$ cat config.mk
export PLATFORM = sky130hd
export DESIGN_NAME = iacl_matcher
export DESIGN_NICKNAME = d
export VERILOG_FILES = /design/src/hdl/iacl_pkg.sv /design/src/hdl/iacl_matcher.sv
export VERILOG_INCLUDE_DIRS = /design/src /design/src/hdl
export SDC_FILE = /design/constraint.sdc
export NUM_CORES = 1
export LEC_CHECK = 0
export ABC_AREA = 1
export BUFFER_PORTS_ARGS = -buffer_cell sky130_fd_sc_hd__buf_2
export CAP_MARGIN = 0
export CORE_AREA = 2 2 106 108
export DETAILED_ROUTE_END_ITERATION = 6
export DIE_AREA = 0 0 108 110
export GPL_TIMING_DRIVEN = 0
export PLACE_DENSITY = 0.72
export SYNTH_ARGS = -nofsm -noshare
export SYNTH_HDL_FRONTEND = slang
export SYNTH_SLANG_ARGS = --single-unit
$ cat constraint.sdc
create_clock -name core_clk -period 3.2 [get_ports core_clk]
set_clock_uncertainty 0.1 [all_clocks]
set_input_delay 0 -clock core_clk [delete_from_list [all_inputs] [get_ports core_clk]]
set_output_delay 0 -clock core_clk [all_outputs]
set_load 0.05 [all_outputs]
$ cat src/hdl/iacl_params.svh
/*
  constants of the ipv4 filter entry matcher: field widths, protocol
  numbers, pipeline depth and reset values.
  assumes inclusion by bare name from the package and the matcher.
*/
`ifndef IACL_PARAMS_SVH
`define IACL_PARAMS_SVH

// header field widths
`define IACL_ADDR_W 32
`define IACL_PROTO_W 8
`define IACL_TTL_W 8
`define IACL_FRAG_OFF_W 13

// well known ipv4 protocol numbers
`define IACL_PROTO_ICMP 8'h01
`define IACL_PROTO_TCP 8'h06
`define IACL_PROTO_UDP 8'h11

// zero values used by the comparisons
`define IACL_TTL_ZERO 8'h00
`define IACL_FRAG_OFF_ZERO 13'h0000

// number of address criteria (source, destination) and their slots
`define IACL_NUM_ADDR 2
`define IACL_SLOT_SRC 0
`define IACL_SLOT_DST 1

// verdict latency in core_clk cycles from frame_valid to verdict_valid
`define IACL_LATENCY 2

// width of the hit counter and its reset value
`define IACL_CNT_W 16
`define IACL_CNT_RESET 16'h0000

`endif

$ cat src/hdl/iacl_pkg.sv
/*
  types of the ipv4 filter entry matcher: mode encodings, the parsed
  frame header, the entry configuration and the per-criterion result.
  assumes iacl_params.svh on the include path.
*/
`default_nettype none
`include "iacl_params.svh"

package iacl_pkg;

  // protocol filter modes
  typedef enum logic [2:0] {
    IACL_PROTO_ANY,
    IACL_PROTO_SPECIFIC,
    IACL_PROTO_MODE_ICMP,
    IACL_PROTO_MODE_UDP,
    IACL_PROTO_MODE_TCP
  } iacl_proto_mode_t;

  // three way setting: ttl uses no as zero and yes as non-zero
  typedef enum logic [1:0] {
    IACL_TRI_ANY,
    IACL_TRI_NO,
    IACL_TRI_YES
  } iacl_tri_t;

  // address criterion modes
  typedef enum logic [1:0] {
    IACL_ADDR_ANY,
    IACL_ADDR_HOST,
    IACL_ADDR_NETWORK
  } iacl_addr_mode_t;

  // header fields of one parsed frame
  typedef struct packed {
    logic is_ipv4;
    logic [`IACL_PROTO_W-1:0] proto;
    logic [`IACL_TTL_W-1:0] ttl;
    logic more_frag;
    logic [`IACL_FRAG_OFF_W-1:0] frag_off;
    logic has_options;
    logic [`IACL_ADDR_W-1:0] src_addr;
    logic [`IACL_ADDR_W-1:0] dst_addr;
    logic l4_ok;
  } iacl_frame_t;

  // configuration of one filter_entry
  typedef struct packed {
    logic entry_is_ipv4;
    iacl_proto_mode_t proto_mode;
    logic [`IACL_PROTO_W-1:0] proto_val;
    iacl_tri_t ttl_mode;
    iacl_tri_t frag_mode;
    iacl_tri_t opt_mode;
    iacl_addr_mode_t src_mode;
    logic [`IACL_ADDR_W-1:0] src_addr;
    logic [`IACL_ADDR_W-1:0] src_mask;
    iacl_addr_mode_t dst_mode;
    logic [`IACL_ADDR_W-1:0] dst_addr;
    logic [`IACL_ADDR_W-1:0] dst_mask;
  } iacl_cfg_t;

  // per-criterion outcome, one bit each, set means passed
  typedef struct packed {
    logic frame_type;
    logic proto;
    logic ttl;
    logic frag;
    logic options;
    logic src_addr;
    logic dst_addr;
  } iacl_result_t;

endpackage

`default_nettype wire

$ cat src/hdl/iacl_matcher.sv
/*
  ipv4 filter_entry matcher: decides whether a parsed ingress frame
  hits one access control entry, using protocol, time-to-live,
  fragmentation, options, source_address_criterion and
  destination_address_criterion. verdict comes two cycles later.
  assumes the frame parser presents a whole header with frame_valid for
  one cycle, and that management holds cfg stable around a frame.
  the icmp and tcp/udp port checks live outside and arrive as l4_ok.
*/
`timescale 1ns/1ps
`default_nettype none
`include "iacl_params.svh"

module iacl_matcher
  import iacl_pkg::*;
#(
  parameter int CNT_W = `IACL_CNT_W
) (
  // clock and reset
  input wire logic core_clk,
  input wire logic rst_b,
  // frame from the ingress parser
  input wire logic frame_valid,
  input wire iacl_frame_t frame,
  // filter_entry configuration from management
  input wire iacl_cfg_t cfg,
  // verdict to the forwarding logic
  output logic verdict_valid,
  output logic verdict_hit,
  output iacl_result_t verdict_detail,
  // status for management
  output logic [CNT_W-1:0] hit_count
);

  // stage one: registered per-criterion outcomes
  logic s1_valid_r;
  logic type_ok_r;
  logic type_ok_nxt;
  logic proto_ok_r;
  logic proto_ok_nxt;
  logic ttl_ok_r;
  logic ttl_ok_nxt;
  logic frag_ok_r;
  logic frag_ok_nxt;
  logic opt_ok_r;
  logic opt_ok_nxt;
  logic [`IACL_NUM_ADDR-1:0] addr_ok_r;
  logic [`IACL_NUM_ADDR-1:0] addr_ok_nxt;

  // stage two: the verdict itself
  logic verdict_valid_r;
  logic verdict_hit_r;
  logic verdict_hit_nxt;
  iacl_result_t detail_r;
  iacl_result_t detail_nxt;
  logic [CNT_W-1:0] hit_count_r;

  // address criteria laid out per slot for the generate loop
  iacl_addr_mode_t addr_mode [`IACL_NUM_ADDR];
  logic [`IACL_ADDR_W-1:0] addr_cfg [`IACL_NUM_ADDR];
  logic [`IACL_ADDR_W-1:0] addr_mask [`IACL_NUM_ADDR];
  logic [`IACL_ADDR_W-1:0] addr_frame [`IACL_NUM_ADDR];

  // derived header facts
  logic ttl_nonzero;
  logic is_fragment;
  logic applies;

  // an ipv4 entry gates every criterion below; other entries pass
  assign applies = cfg.entry_is_ipv4;
  assign ttl_nonzero = (frame.ttl != `IACL_TTL_ZERO);
  assign is_fragment = frame.more_frag
                     | (frame.frag_off != `IACL_FRAG_OFF_ZERO);

  // map the two address criteria onto slots
  assign addr_mode[`IACL_SLOT_SRC] = cfg.src_mode;
  assign addr_cfg[`IACL_SLOT_SRC] = cfg.src_addr;
  assign addr_mask[`IACL_SLOT_SRC] = cfg.src_mask;
  assign addr_frame[`IACL_SLOT_SRC] = frame.src_addr;
  assign addr_mode[`IACL_SLOT_DST] = cfg.dst_mode;
  assign addr_cfg[`IACL_SLOT_DST] = cfg.dst_addr;
  assign addr_mask[`IACL_SLOT_DST] = cfg.dst_mask;
  assign addr_frame[`IACL_SLOT_DST] = frame.dst_addr;

  // frame type: an ipv4 entry only hits ipv4 frames
  always_comb begin
    type_ok_nxt = 1'b1;
    if (applies) begin
      type_ok_nxt = frame.is_ipv4;
    end
  end

  // protocol filter; layer four criteria ride along in the l4 modes
  always_comb begin
    proto_ok_nxt = 1'b1;
    if (applies) begin
      case (cfg.proto_mode)
        IACL_PROTO_ANY: begin
          proto_ok_nxt = 1'b1;
        end
        IACL_PROTO_SPECIFIC: begin
          proto_ok_nxt = (frame.proto == cfg.proto_val);
        end
        IACL_PROTO_MODE_ICMP: begin
          proto_ok_nxt = (frame.proto == `IACL_PROTO_ICMP)
                       & frame.l4_ok;
        end
        IACL_PROTO_MODE_UDP: begin
          proto_ok_nxt = (frame.proto == `IACL_PROTO_UDP)
                       & frame.l4_ok;
        end
        IACL_PROTO_MODE_TCP: begin
          proto_ok_nxt = (frame.proto == `IACL_PROTO_TCP)
                       & frame.l4_ok;
        end
        default: begin
          proto_ok_nxt = 1'b0; // unknown encodings never hit
        end
      endcase
    end
  end

  // time-to-live: no means zero only, yes means non-zero only
  always_comb begin
    ttl_ok_nxt = 1'b1;
    if (applies) begin
      case (cfg.ttl_mode)
        IACL_TRI_ANY: begin
          ttl_ok_nxt = 1'b1;
        end
        IACL_TRI_NO: begin
          ttl_ok_nxt = !ttl_nonzero;
        end
        IACL_TRI_YES: begin
          ttl_ok_nxt = ttl_nonzero;
        end
        default: begin
          ttl_ok_nxt = 1'b0;
        end
      endcase
    end
  end

  // fragmentation: more-fragments bit or a nonzero offset
  always_comb begin
    frag_ok_nxt = 1'b1;
    if (applies) begin
      case (cfg.frag_mode)
        IACL_TRI_ANY: begin
          frag_ok_nxt = 1'b1;
        end
        IACL_TRI_NO: begin
          frag_ok_nxt = !is_fragment;
        end
        IACL_TRI_YES: begin
          frag_ok_nxt = is_fragment;
        end
        default: begin
          frag_ok_nxt = 1'b0;
        end
      endcase
    end
  end

  // ip options flag
  always_comb begin
    opt_ok_nxt = 1'b1;
    if (applies) begin
      case (cfg.opt_mode)
        IACL_TRI_ANY: begin
          opt_ok_nxt = 1'b1;
        end
        IACL_TRI_NO: begin
          opt_ok_nxt = !frame.has_options;
        end
        IACL_TRI_YES: begin
          opt_ok_nxt = frame.has_options;
        end
        default: begin
          opt_ok_nxt = 1'b0;
        end
      endcase
    end
  end

  // source and destination address criteria share one comparator form
  for (genvar k = 0; k < `IACL_NUM_ADDR; k++) begin : g_addr
    always_comb begin
      addr_ok_nxt[k] = 1'b1;
      if (applies) begin
        case (addr_mode[k])
          IACL_ADDR_ANY: begin
            addr_ok_nxt[k] = 1'b1;
          end
          IACL_ADDR_HOST: begin
            addr_ok_nxt[k] = (addr_frame[k] == addr_cfg[k]);
          end
          IACL_ADDR_NETWORK: begin
            addr_ok_nxt[k] = ((addr_frame[k] & addr_mask[k])
                           == (addr_cfg[k] & addr_mask[k]));
          end
          default: begin
            addr_ok_nxt[k] = 1'b0;
          end
        endcase
      end
    end
  end

  // stage one valid follows the parser strobe
  always_ff @(posedge core_clk or negedge rst_b) begin
    if (!rst_b) begin
      s1_valid_r <= 1'b0;
    end else begin
      s1_valid_r <= frame_valid;
    end
  end

  // stage one frame type flag, captured every cycle
  always_ff @(posedge core_clk or negedge rst_b) begin
    if (!rst_b) begin
      type_ok_r <= 1'b0;
    end else begin
      type_ok_r <= type_ok_nxt;
    end
  end

  // stage one protocol flag
  always_ff @(posedge core_clk or negedge rst_b) begin
    if (!rst_b) begin
      proto_ok_r <= 1'b0;
    end else begin
      proto_ok_r <= proto_ok_nxt;
    end
  end

  // stage one time-to-live flag
  always_ff @(posedge core_clk or negedge rst_b) begin
    if (!rst_b) begin
      ttl_ok_r <= 1'b0;
    end else begin
      ttl_ok_r <= ttl_ok_nxt;
    end
  end

  // stage one fragmentation flag
  always_ff @(posedge core_clk or negedge rst_b) begin
    if (!rst_b) begin
      frag_ok_r <= 1'b0;
    end else begin
      frag_ok_r <= frag_ok_nxt;
    end
  end

  // stage one options flag
  always_ff @(posedge core_clk or negedge rst_b) begin
    if (!rst_b) begin
      opt_ok_r <= 1'b0;
    end else begin
      opt_ok_r <= opt_ok_nxt;
    end
  end

  // stage one address flags, one bit per slot
  always_ff @(posedge core_clk or negedge rst_b) begin
    if (!rst_b) begin
      addr_ok_r <= '0;
    end else begin
      addr_ok_r <= addr_ok_nxt;
    end
  end

  // combine: every criterion must pass in the same frame
  always_comb begin
    detail_nxt.frame_type = type_ok_r;
    detail_nxt.proto = proto_ok_r;
    detail_nxt.ttl = ttl_ok_r;
    detail_nxt.frag = frag_ok_r;
    detail_nxt.options = opt_ok_r;
    detail_nxt.src_addr = addr_ok_r[`IACL_SLOT_SRC];
    detail_nxt.dst_addr = addr_ok_r[`IACL_SLOT_DST];
    verdict_hit_nxt = s1_valid_r & (&detail_nxt);
  end

  // stage two valid strobe
  always_ff @(posedge core_clk or negedge rst_b) begin
    if (!rst_b) begin
      verdict_valid_r <= 1'b0;
    end else begin
      verdict_valid_r <= s1_valid_r;
    end
  end

  // stage two verdict; hit is low outside a verdict
  always_ff @(posedge core_clk or negedge rst_b) begin
    if (!rst_b) begin
      verdict_hit_r <= 1'b0;
    end else begin
      verdict_hit_r <= verdict_hit_nxt;
    end
  end

  // stage two detail, refreshed every cycle
  always_ff @(posedge core_clk or negedge rst_b) begin
    if (!rst_b) begin
      detail_r <= '0;
    end else begin
      detail_r <= detail_nxt;
    end
  end

  // hit counter saturates rather than wrapping to a small number
  always_ff @(posedge core_clk or negedge rst_b) begin
    if (!rst_b) begin
      hit_count_r <= CNT_W'(`IACL_CNT_RESET);
    end else if (verdict_hit_nxt && !(&hit_count_r)) begin
      hit_count_r <= hit_count_r + CNT_W'(1);
    end
  end

  // outputs straight from flops
  assign verdict_valid = verdict_valid_r;
  assign verdict_hit = verdict_hit_r;
  assign verdict_detail = detail_r;
  assign hit_count = hit_count_r;

endmodule
`default_nettype wire

# --- After elaboration in Yosys (flattened, before gate mapping) ---
# Index checks and enable logic that the tools add are counted.
op_classes:
  addsub: 1
  n_eq_ne: 22
  n_mux: 13
  bitwise_logic: 9
  reduce_logical: 15
op_table:
  columns: ["cell", "count"]
  rows:
  - ["$and 32x32->32", 4]
  - ["$eq 32x32->1", 4]
  - ["$add 16x1->16 const B", 1]
  - ["$reduce_and 16->1", 1]
  - ["$pmux 1 s3", 5]
  - ["$reduce_bool 13->1", 1]
  - ["$eq 2x1->1 const B", 5]
  - ["$eq 2x2->1 const B", 5]
  - ["$logic_not 2->1", 5]
  - ["$eq 8x1->1 const B", 1]
  - ["$eq 8x3->1 const B", 1]
  - ["$eq 8x5->1 const B", 1]
  - ["$eq 8x8->1", 1]
  - ["$reduce_bool 8->1", 1]
  - ["$mux 1", 7]
  - ["$reduce_and 7->1", 1]
  - ["$eq 3x2->1 const B", 2]
  - ["$pmux 1 s5", 1]
  - ["$and 1x1->1", 4]
  - ["$logic_not 1->1", 4]
  - ["$eq 3x1->1 const B", 1]
  - ["$eq 3x3->1 const B", 1]
  - ["$logic_not 3->1", 1]
  - ["$logic_and 1x1->1", 1]
  - ["$or 1x1->1", 1]
totals:
  register_bits: 33
  input_bits: 250
  output_inout_bits: 25
  wordCells: 77

# --- Logic depth before layout (Yosys ltp) ---
# Gate-level depths: netlist of run 1.
logic_depth:
  depth_word: 5
  mapped_depth: 11
  depth_no_buf: 11

# --- Worst setup path before layout of run 1 ---
# No wires, ideal clock.
synth_path:
  kind: "flip-flop to flip-flop"
  from: "register hit_count_r[0], in the netlist hit_count[0]"
  to: "register hit_count_r[14], in the netlist hit_count[14]"
  arrival_time_ps: 1758
  required_ps: 2974
  slack_ps: 1217
  stages_incl_launch_ff: 8
  period_less_slack_ps: 1983
  path_cell_list: "dfrtp_1 -> ha_1 -> nand3_2 -> nor2_4 -> nand4_1 -> nor2_2 -> nand3_1 -> xor2_1"
synth_via:
  elab_chain_cells: 3
synth_lines:
  columns: ["element", "line_no", "source"]
  rows:
  - ["start: declaration", "iacl_matcher.sv:56", "logic [CNT_W-1:0] hit_count_r;"]
  - ["start signal: assignment", "iacl_matcher.sv:315", "hit_count_r <= CNT_W'(`IACL_CNT_RESET);"]
  - ["start signal: assignment", "iacl_matcher.sv:317", "hit_count_r <= hit_count_r + CNT_W'(1);"]
  - ["parallel branches: the longest is 3 deep, another holds $add 16x1->16", null, null]
# Parallel ways; which one is timed is not known.
# A chain may end at the register's enable or synchronous reset.

# --- Worst setup path after layout of run 1 ---
layout_path:
  from: "input cfg[143] (netlist name)"
  to: "register proto_ok_r"
layout_via:
  elab_chain_cells: 3
layout_lines:
  columns: ["element", "line_no", "source"]
  rows:
  - ["start: declaration", "iacl_matcher.sv:26", "input wire iacl_cfg_t cfg,"]
  - ["$eq 8x8->1", "iacl_matcher.sv:102", "proto_ok_nxt = (frame.proto == cfg.proto_val);"]
  - ["$pmux 1 s5", "iacl_matcher.sv:97", "case (cfg.proto_mode)"]
  - ["$mux 1", "iacl_matcher.sv:96", "if (applies) begin"]
  - ["named net proto_ok_nxt", "iacl_matcher.sv:40", "logic proto_ok_nxt;"]
  - ["end signal: assignment", "iacl_matcher.sv:233", "proto_ok_r <= proto_ok_nxt;"]
  - ["end: declaration", "iacl_matcher.sv:39", "logic proto_ok_r;"]
# The timed path passes the listed nets, and every way through them passes these cells.

==> metrics.md, run 1 <==
| Metric | Value |
|---|---|
| Register area share after synthesis | 0.239 |
| Die H | about 110 µm |
| Max-cap viol count | 0 |
| Startpoint types | input port |
| Grt ovf | 0 |
| WL/cell | ~11 µm |
| GRT Total Usage | 0.191 |
| Initial Utilization | 0.322 |
| Yosys top cell area share | 0.275 |
| CP delay by family, top | buffers and inverters |
| I/O pins | approximately 280 |
| Worst setup EP type | flip-flop |
| Post-DRT Antenna Nets | 0 |
| Worst min path class | in2reg |
| Port bufs | 274 |
| RSZ-0062 raised after global routing | false |
| Global-route wire length before repair | 18100 µm |
| Die Width | 108 µm |
| Layout Nets | 1163 |
| DRC viols | 0 |
| Dpl hpwl | 10400 µm |
| Switch share | 0.343 |
| WHS | 0.126 ns |
| Cell area after synthesis | 0.00345 mm² |
| Most common cell on crit path | dlygate4sd3_1 |
| Final WL | approximately 12000 µm |
| Vias in the first global route | 4264 |
| Clock root buffer | clkbuf_8 |
| Final Setup Violations | 0 |
| Sw power | slightly below 500 µW |
| Cell Pwr Density | around 270 mW/mm² |
| Dominant cells by area after synthesis | nand2_1 (28%), dfrtp_1 (24%), inv_1 (11%), nand3_1 (10%), nor2_1 (6.5%) |
| Max H-tree Level | 2 |
| Share of cells above drive strength 1 | 0.348 |
| Postcts setup bufs | 0 |
| Syn avg cell area | 5.62 µm² |
| GP Congestion | about 0.87 |
| Critical-path cell list | dlygate4sd3_1 > buf_2 > xnor2_1 > dlygate4sd3_1 > nand4_1 > dlygate4sd3_1 > nand3_1 > dlygate4sd3_1 |
| DRT iter0 DRCs | 144 |
| Critical Path AT | 2.62 ns |
| Max VDD drop | 0.321 mV |
| Clock Path Buffers | 2 |
| Netlist cell types | 28 |
| Crit share post-route | 0.796 |
| Vias | 4643 |
| Main flop type after synthesis | dfrtp_1 |
| Fin area | between 0.005 and 0.006 mm² |
| Clock insertion delay at the later pin of the skew report | 0.28 ns |
| Max Freq | between 300 and 400 MHz |
| Syn Inst Count | 614 |
| Max-slew headroom | 0.535 |
| Drt pass-1 iters | 4 |
| Core footprint | 0.0107 mm² |
| Initial antenna violation count | 0 |
| Row cnt | 38 |
| Top-count cell post-synth | nand2_1 |
| Fin Setup TNS | 0 ns |
| Static Leak | around 0.0033 µW |
| Largest net degree at the start of global routing | 34 |
| Bufs and invs on worst path | 5 |
| Antenna cell count | 0 |
| Total design power | 1440 µW |
| Clock-pin slew on the worst setup and hold paths | 0.07 ns |
| Post-synth top cells | nand2_1 (253), inv_1 (100), nand3_1 (72), nor2_1 (60), dfrtp_1 (33) |
| Crit path max-delay cell type | dlygate4sd3_1 |
| Sink Count | 33 |
| Status | finished, final reports clean |
| Period minus WS final | 2.55 ns |
| FFs w/ async S/R, synth | 1.00 |
| Post-synth EDFFs | 0 |
| Critical Path Max Stage Delay | 0.56 ns |
| Flop2flop setup slack | 1.47 ns |
| Placed cell area | approximately 0.005 mm² |
| Yosys top cell by area | nand2_1 |
| CTS Buf Count | 5 |
| CTS tree | built |
| Pint | 948 µW |
| Die ar. | 0.0119 mm² |
| Layout area overhead | 53.3% |
| Critical path class | in2reg |
| Resized Gates After CTS | 0 |
| Comb pwr share | 0.390 |
| Reg power frac | 0.331 |
| Worst Path Max Fanout | 1 |
| Hold Violations, Final | 0 |
| Final slew viol count | 0 |
| Worst EP required | 3.27 ns |
| Synth Net Count | 865 |
| Clock power share | 0.278 |
| Synth Register Bits | 33 |
| Worst Tran Pin Value | 0.698 ns |
| Yosys warns | 0 |
| Vias/cell | approximately 4.4 |
final timing paths:
path / from / endpoint / depth (start not counted)
worst max-delay path: cfg[143] / proto_ok_r$_DFF_PN0_ / 8
worst min-delay path: cfg[77] / addr_ok_r[0]$_DFF_PN0_ / 8
worst max register to register: hit_count[0]$_DFFE_PN0P_ / hit_count[13]$_DFFE_PN0P_ / 9
worst min register to register: s1_valid_r$_DFF_PN0_ / verdict_valid$_DFF_PN0_ / 0
max in group asynchronous: rst_b / hit_count[1]$_DFFE_PN0P_ / 2
min in group asynchronous: rst_b / hit_count[15]$_DFFE_PN0P_ / 2
kinds of logic after synthesis:
| family | share of synthesized area |
|---|---|
| AO/OA/AOI/OAI | 0.0221 |
| XOR/XNOR | 0.0762 |
| adder cells (fa/ha/maj) | 0.00363 |
| buffers and inverters | 0.111 |
| flip-flops | 0.239 |
| AND/OR/NAND/NOR | 0.547 |
registers in the layout, summed over array words and instances, names as in the netlist:
register        count
addr_ok_r           2
s1_valid_r          1
verdict_valid       1
verdict_hit         1
opt_ok_r            1
frag_ok_r           1
type_ok_r           1
verdict_detail      7
proto_ok_r          1
ttl_ok_r            1
hit_count          16
per-stage QoR:
stage               setup WS, ns  std cells   util
floorplan                   1.22        614      -
global placement            1.48       1028  0.467
detailed placement          1.47       1028  0.467
CTS                        0.742       1053  0.494
global route               0.658       1053  0.494
finish                     0.653       1053  0.494
area by class of cell:
class	count	area, µm²
clock inverters	2	37.5
well taps	140	175
clock buffers	6	82.6
flip-flops and latches	33	826
inverters	101	384
repair buffers	291	1540
multi-input cells	480	2240
fillers	1165	5410
worst register-to-register path: cells and delay by family (launching register included):
kind	cells	cell delay [ns]
flip-flops	1	0.47
buffers and inverters	2	0.16
XOR/XNOR	1	0.13
AND/OR/NAND/NOR	5	0.54
adder cells (fa/ha/maj)	1	0.23
repair_timing:
action,CTS,global route
endpoints found under the setup margin,0,0
hold buffers,17,0
hold endpoints to repair,41,0
power groups by stage:
stage          Combinational [µW]  Clock [µW]  Sequential, µW
5_1_grt                       632         436             482
4_1_cts                       567         417             477
2_1_floorplan                 216           0             565
3_3_place_gp                  543           0             485
6_report                      563         402             478
3_5_place_dp                  548           0             485
routing by layer:
metal,share of wire,vias up,wire length [µm],global-route usage
li1,-,2470,-,-
met1,0.42,1954,4850,0.228
met2,0.48,189,5600,0.345
met3,0.071,30,831,0.0353
met4,0.033,0,388,0.0659
met5,0,-,0,0
cell usage in the layout (no fill, tap or decap), types with 2 or more instances in the layout:
cell	count
nor4_1	5
nand2_1	253
nand2_4	2
nor2_1	60
inv_1	100
xnor2_1	20
dlygate4sd3_1	17
nand4_1	8
a21oi_1	3
o21ai_0	5
nor2_2	5
or2_2	20
nand2_2	3
dfrtp_1	33
nand3_1	72
a31oi_1	2
clkbuf_8	6
nand3_2	2
xor2_1	10
buf_2	274
No activity file was read; power rests on OpenSTA's default activity.
==> run 2, diff against run 1 <==
- CORE_AREA: 2 2 106 108 -> 2 2 108 110
- DIE_AREA: 0 0 108 110 -> 0 0 110 112
- PLACE_DENSITY: 0.72 -> 0.7
- clock period: 3.2 -> 2.5 ns (I/O delays scaled with it)
==> metrics.md, run 2 (same netlist as run 1, synthesis figures left out) <==
| Metric | Value |
|---|---|
| Status | finished, final reports clean |
| WHS Path Cells | 4 (-4) |
| Clock root buffer | clkbuf_16 |
| Dpl hpwl | 10700 µm (+3.1%) |
| GP Congestion | 0.888 (+2.1%) |
| Die H | 112 µm (+1.8%) |
| Core footprint | 0.0112 mm² (+4.5%) |
| Share of cells above drive strength 1 | 0.348 (-0.000761) |
| CTS tree | built |
| Initial antenna violation count | 1 (+1) |
| DRC viols | 0 (unchanged) |
| Initial Utilization | 0.309 (-0.0138) |
| Dpl cells | 1031 (+0.29%) |
| Cell Pwr Density | 368 mW/mm² (+35%) |
| Crit share post-route | 0.839 |
| GRT Total Usage | 0.195 (+0.00349) |
| Post-DRT Antenna Nets | 0 (unchanged) |
| Die ar. | 0.0123 mm² (+3.7%) |
| Worst EP required | 2.61 ns (-0.66 ns) |
| Worst min path class | in2reg |
| Cell Count, Final, Fillers Out | 1059 (+0.57%) |
| Bufs and invs on worst path | 4 (-1) |
| Grt ovf | 0 (unchanged) |
| Clock-pin slew on the worst setup and hold paths | 0.05 ns (-0.02 ns) |
| Sink Count | 33 (unchanged) |
| Final WL | 12000 µm (+2.8%) |
| Max Freq | ~480 MHz |
| Row cnt | 39 (+2.6%) |
| Period minus WS final | 2.10 ns |
| PnR worst setup slack | 0.403 ns (-0.250 ns) |
| Port bufs | 274 (unchanged) |
| I/O pins | 275 (unchanged) |
| Max VDD drop | 0.368 mV (+15%) |
| Layout Nets | 1165 (+0.17%) |
| Clock Path Buffers | 2 (unchanged) |
| WHS | 0.0195 ns (-0.106 ns) |
| Critical Path AT | 2.20 ns (-0.42 ns) |
| Worst Path Max Fanout | 2 (+1) |
| Max-slew headroom | 0.546 (+0.0113) |
| Highest-count cells in the layout ignoring fill and taps | buf_2 (274), nand2_1 (253), inv_1 (100), nand3_1 (72), nor2_1 (60) |
| Postcts setup bufs | 0 (unchanged) |
| Static Leak | 0.00333 µW (+0.94%) |
| Drt pass-1 iters | 4 (unchanged) |
| Fin Setup TNS | 0 ns (unchanged) |
| Most common cell on crit path | dlygate4sd3_1 |
| Placed cell area | 0.00500 mm² (about the same) |
| Crit path max-delay cell type | dlygate4sd3_1 |
| Startpoint types | input port |
| Critical path class | in2reg |
| Max reg flops | 16 (unchanged) |
| Fill cells | 1212 (+4.0%) |
| Fin area | 0.00535 mm² (+1.2%) |
| Layout area overhead | 55.1% |
| Most common cell after layout, fill and taps aside | buf_2 |
| Clock insertion delay at the later pin of the skew report | 0.27 ns (about the same) |
| CTS Buf Count | 5 (unchanged) |
| WP depth | 7 (-1) |
| CP delay by family, top | buffers and inverters |
| Final Setup Violations | 0 (unchanged) |
| DRT iter0 DRCs | 232 (+61%) |
| RSZ-0062 raised after global routing | false |
| Worst setup EP type | flip-flop |
| Critical Path Max Stage Delay | 0.58 ns (+0.02 ns) |
| Die Width | 110 µm (+1.9%) |
| Vias/cell | 4.29 (-2.8%) |
| Vias in the first global route | 4233 (-0.73%) |
| Max H-tree Level | 2 (unchanged) |
| Max-cap viol count | 0 (unchanged) |
| Worst Tran Pin Value | 0.681 ns (-0.0170 ns) |
| Global-route wire length before repair | 18900 µm (+4.5%) |
| Vias | 4540 (-2.2%) |
| Hold Violations, Final | 0 (unchanged) |
| Worst slack, placed | 0.776 ns (-0.695 ns) |
| Largest net degree at the start of global routing | 34 (unchanged) |
| FF-to-FF path depth | 9 (unchanged) |
| Critical-path cell list | dlygate4sd3_1 > buf_2 > nor4_1 > dlygate4sd3_1 > nand3_1 > dlygate4sd3_1 > nand3_1 |
| WL/cell | 11.3 µm (+2.2%) |
| Final slew viol count | 0 (unchanged) |
-- run 2: changes by cell type in the layout (fill, tap and decap cells not counted) --
cell,before,now
clkbuf_8,6,2
dlygate4sd3_1,17,19
clkbuf_16,0,5
bufinv_16,1,0
clkinv_2,0,1
clkinvlp_4,1,0
diode_2,0,1
-- run 2: timing repair --
item,4_1_cts,5_1_grt
endpoints found under the hold margin,41,0
hold buffers,19,0
gates resized for setup,0,0
setup endpoints to repair,0,0
-- run 2: worst reg2reg max path, cell delays in order, from the launching register on --
cell     delay (ns)
dfrtp_1        0.45
ha_1           0.25
nand3_2        0.12
inv_1          0.06
nand4_2        0.10
nand2_4        0.11
inv_6          0.12
nand2_4        0.06
nor2_1         0.12
xor2_1         0.17
-- run 2: final cells by class --
class,count,area [µm²],share of cell area
tap,143,179,0.0335
clock buffer,7,153,0.0285
inverter,101,384,0.0718
multi-input combinational,480,2240,0.418
timing repair buffer,293,1560,0.292
clock inverter,1,5.00,0.000936
sequential,33,826,0.154
antenna,1,2.50,0.000468
-- run 2: metal layers --
| metal | part of all wire | GRT usage |
|---|---|---|
| met5 | 0 | 0 |
| met4 | 0.023 | 0.0549 |
| met3 | 0.062 | 0.0310 |
| met2 | 0.49 | 0.342 |
| met1 | 0.42 | 0.242 |
-- run 2: power by group --
part | internal, µW | switching (µW)
logic | 318 | 411
registers | 573 | 41.3
clock network | 421 | 207
total | 1310 | 659
-- run 2: metrics by stage --
stage                      util  total power, µW
after floorplan               -             1000
after global placement    0.447             1320
after detailed placement  0.447             1330
after CTS                 0.478             1990
after global routing      0.479             2110
final                     0.479             1970
-- run 2: worst paths after layout --
path / from / to / slack (ns)
max in group asynchronous: rst_b / hit_count[10]$_DFFE_PN0P_ / 1.65
min in group asynchronous: rst_b / hit_count[5]$_DFFE_PN0P_ / 0.21
hold / removal: cfg[146] / proto_ok_r$_DFF_PN0_ / 0.02
hold reg to reg: s1_valid_r$_DFF_PN0_ / verdict_valid$_DFF_PN0_ / 0.27
setup / recovery: frame[93] / proto_ok_r$_DFF_PN0_ / 0.40
setup reg to reg: hit_count[0]$_DFFE_PN0P_ / hit_count[8]$_DFFE_PN0P_ / 0.76
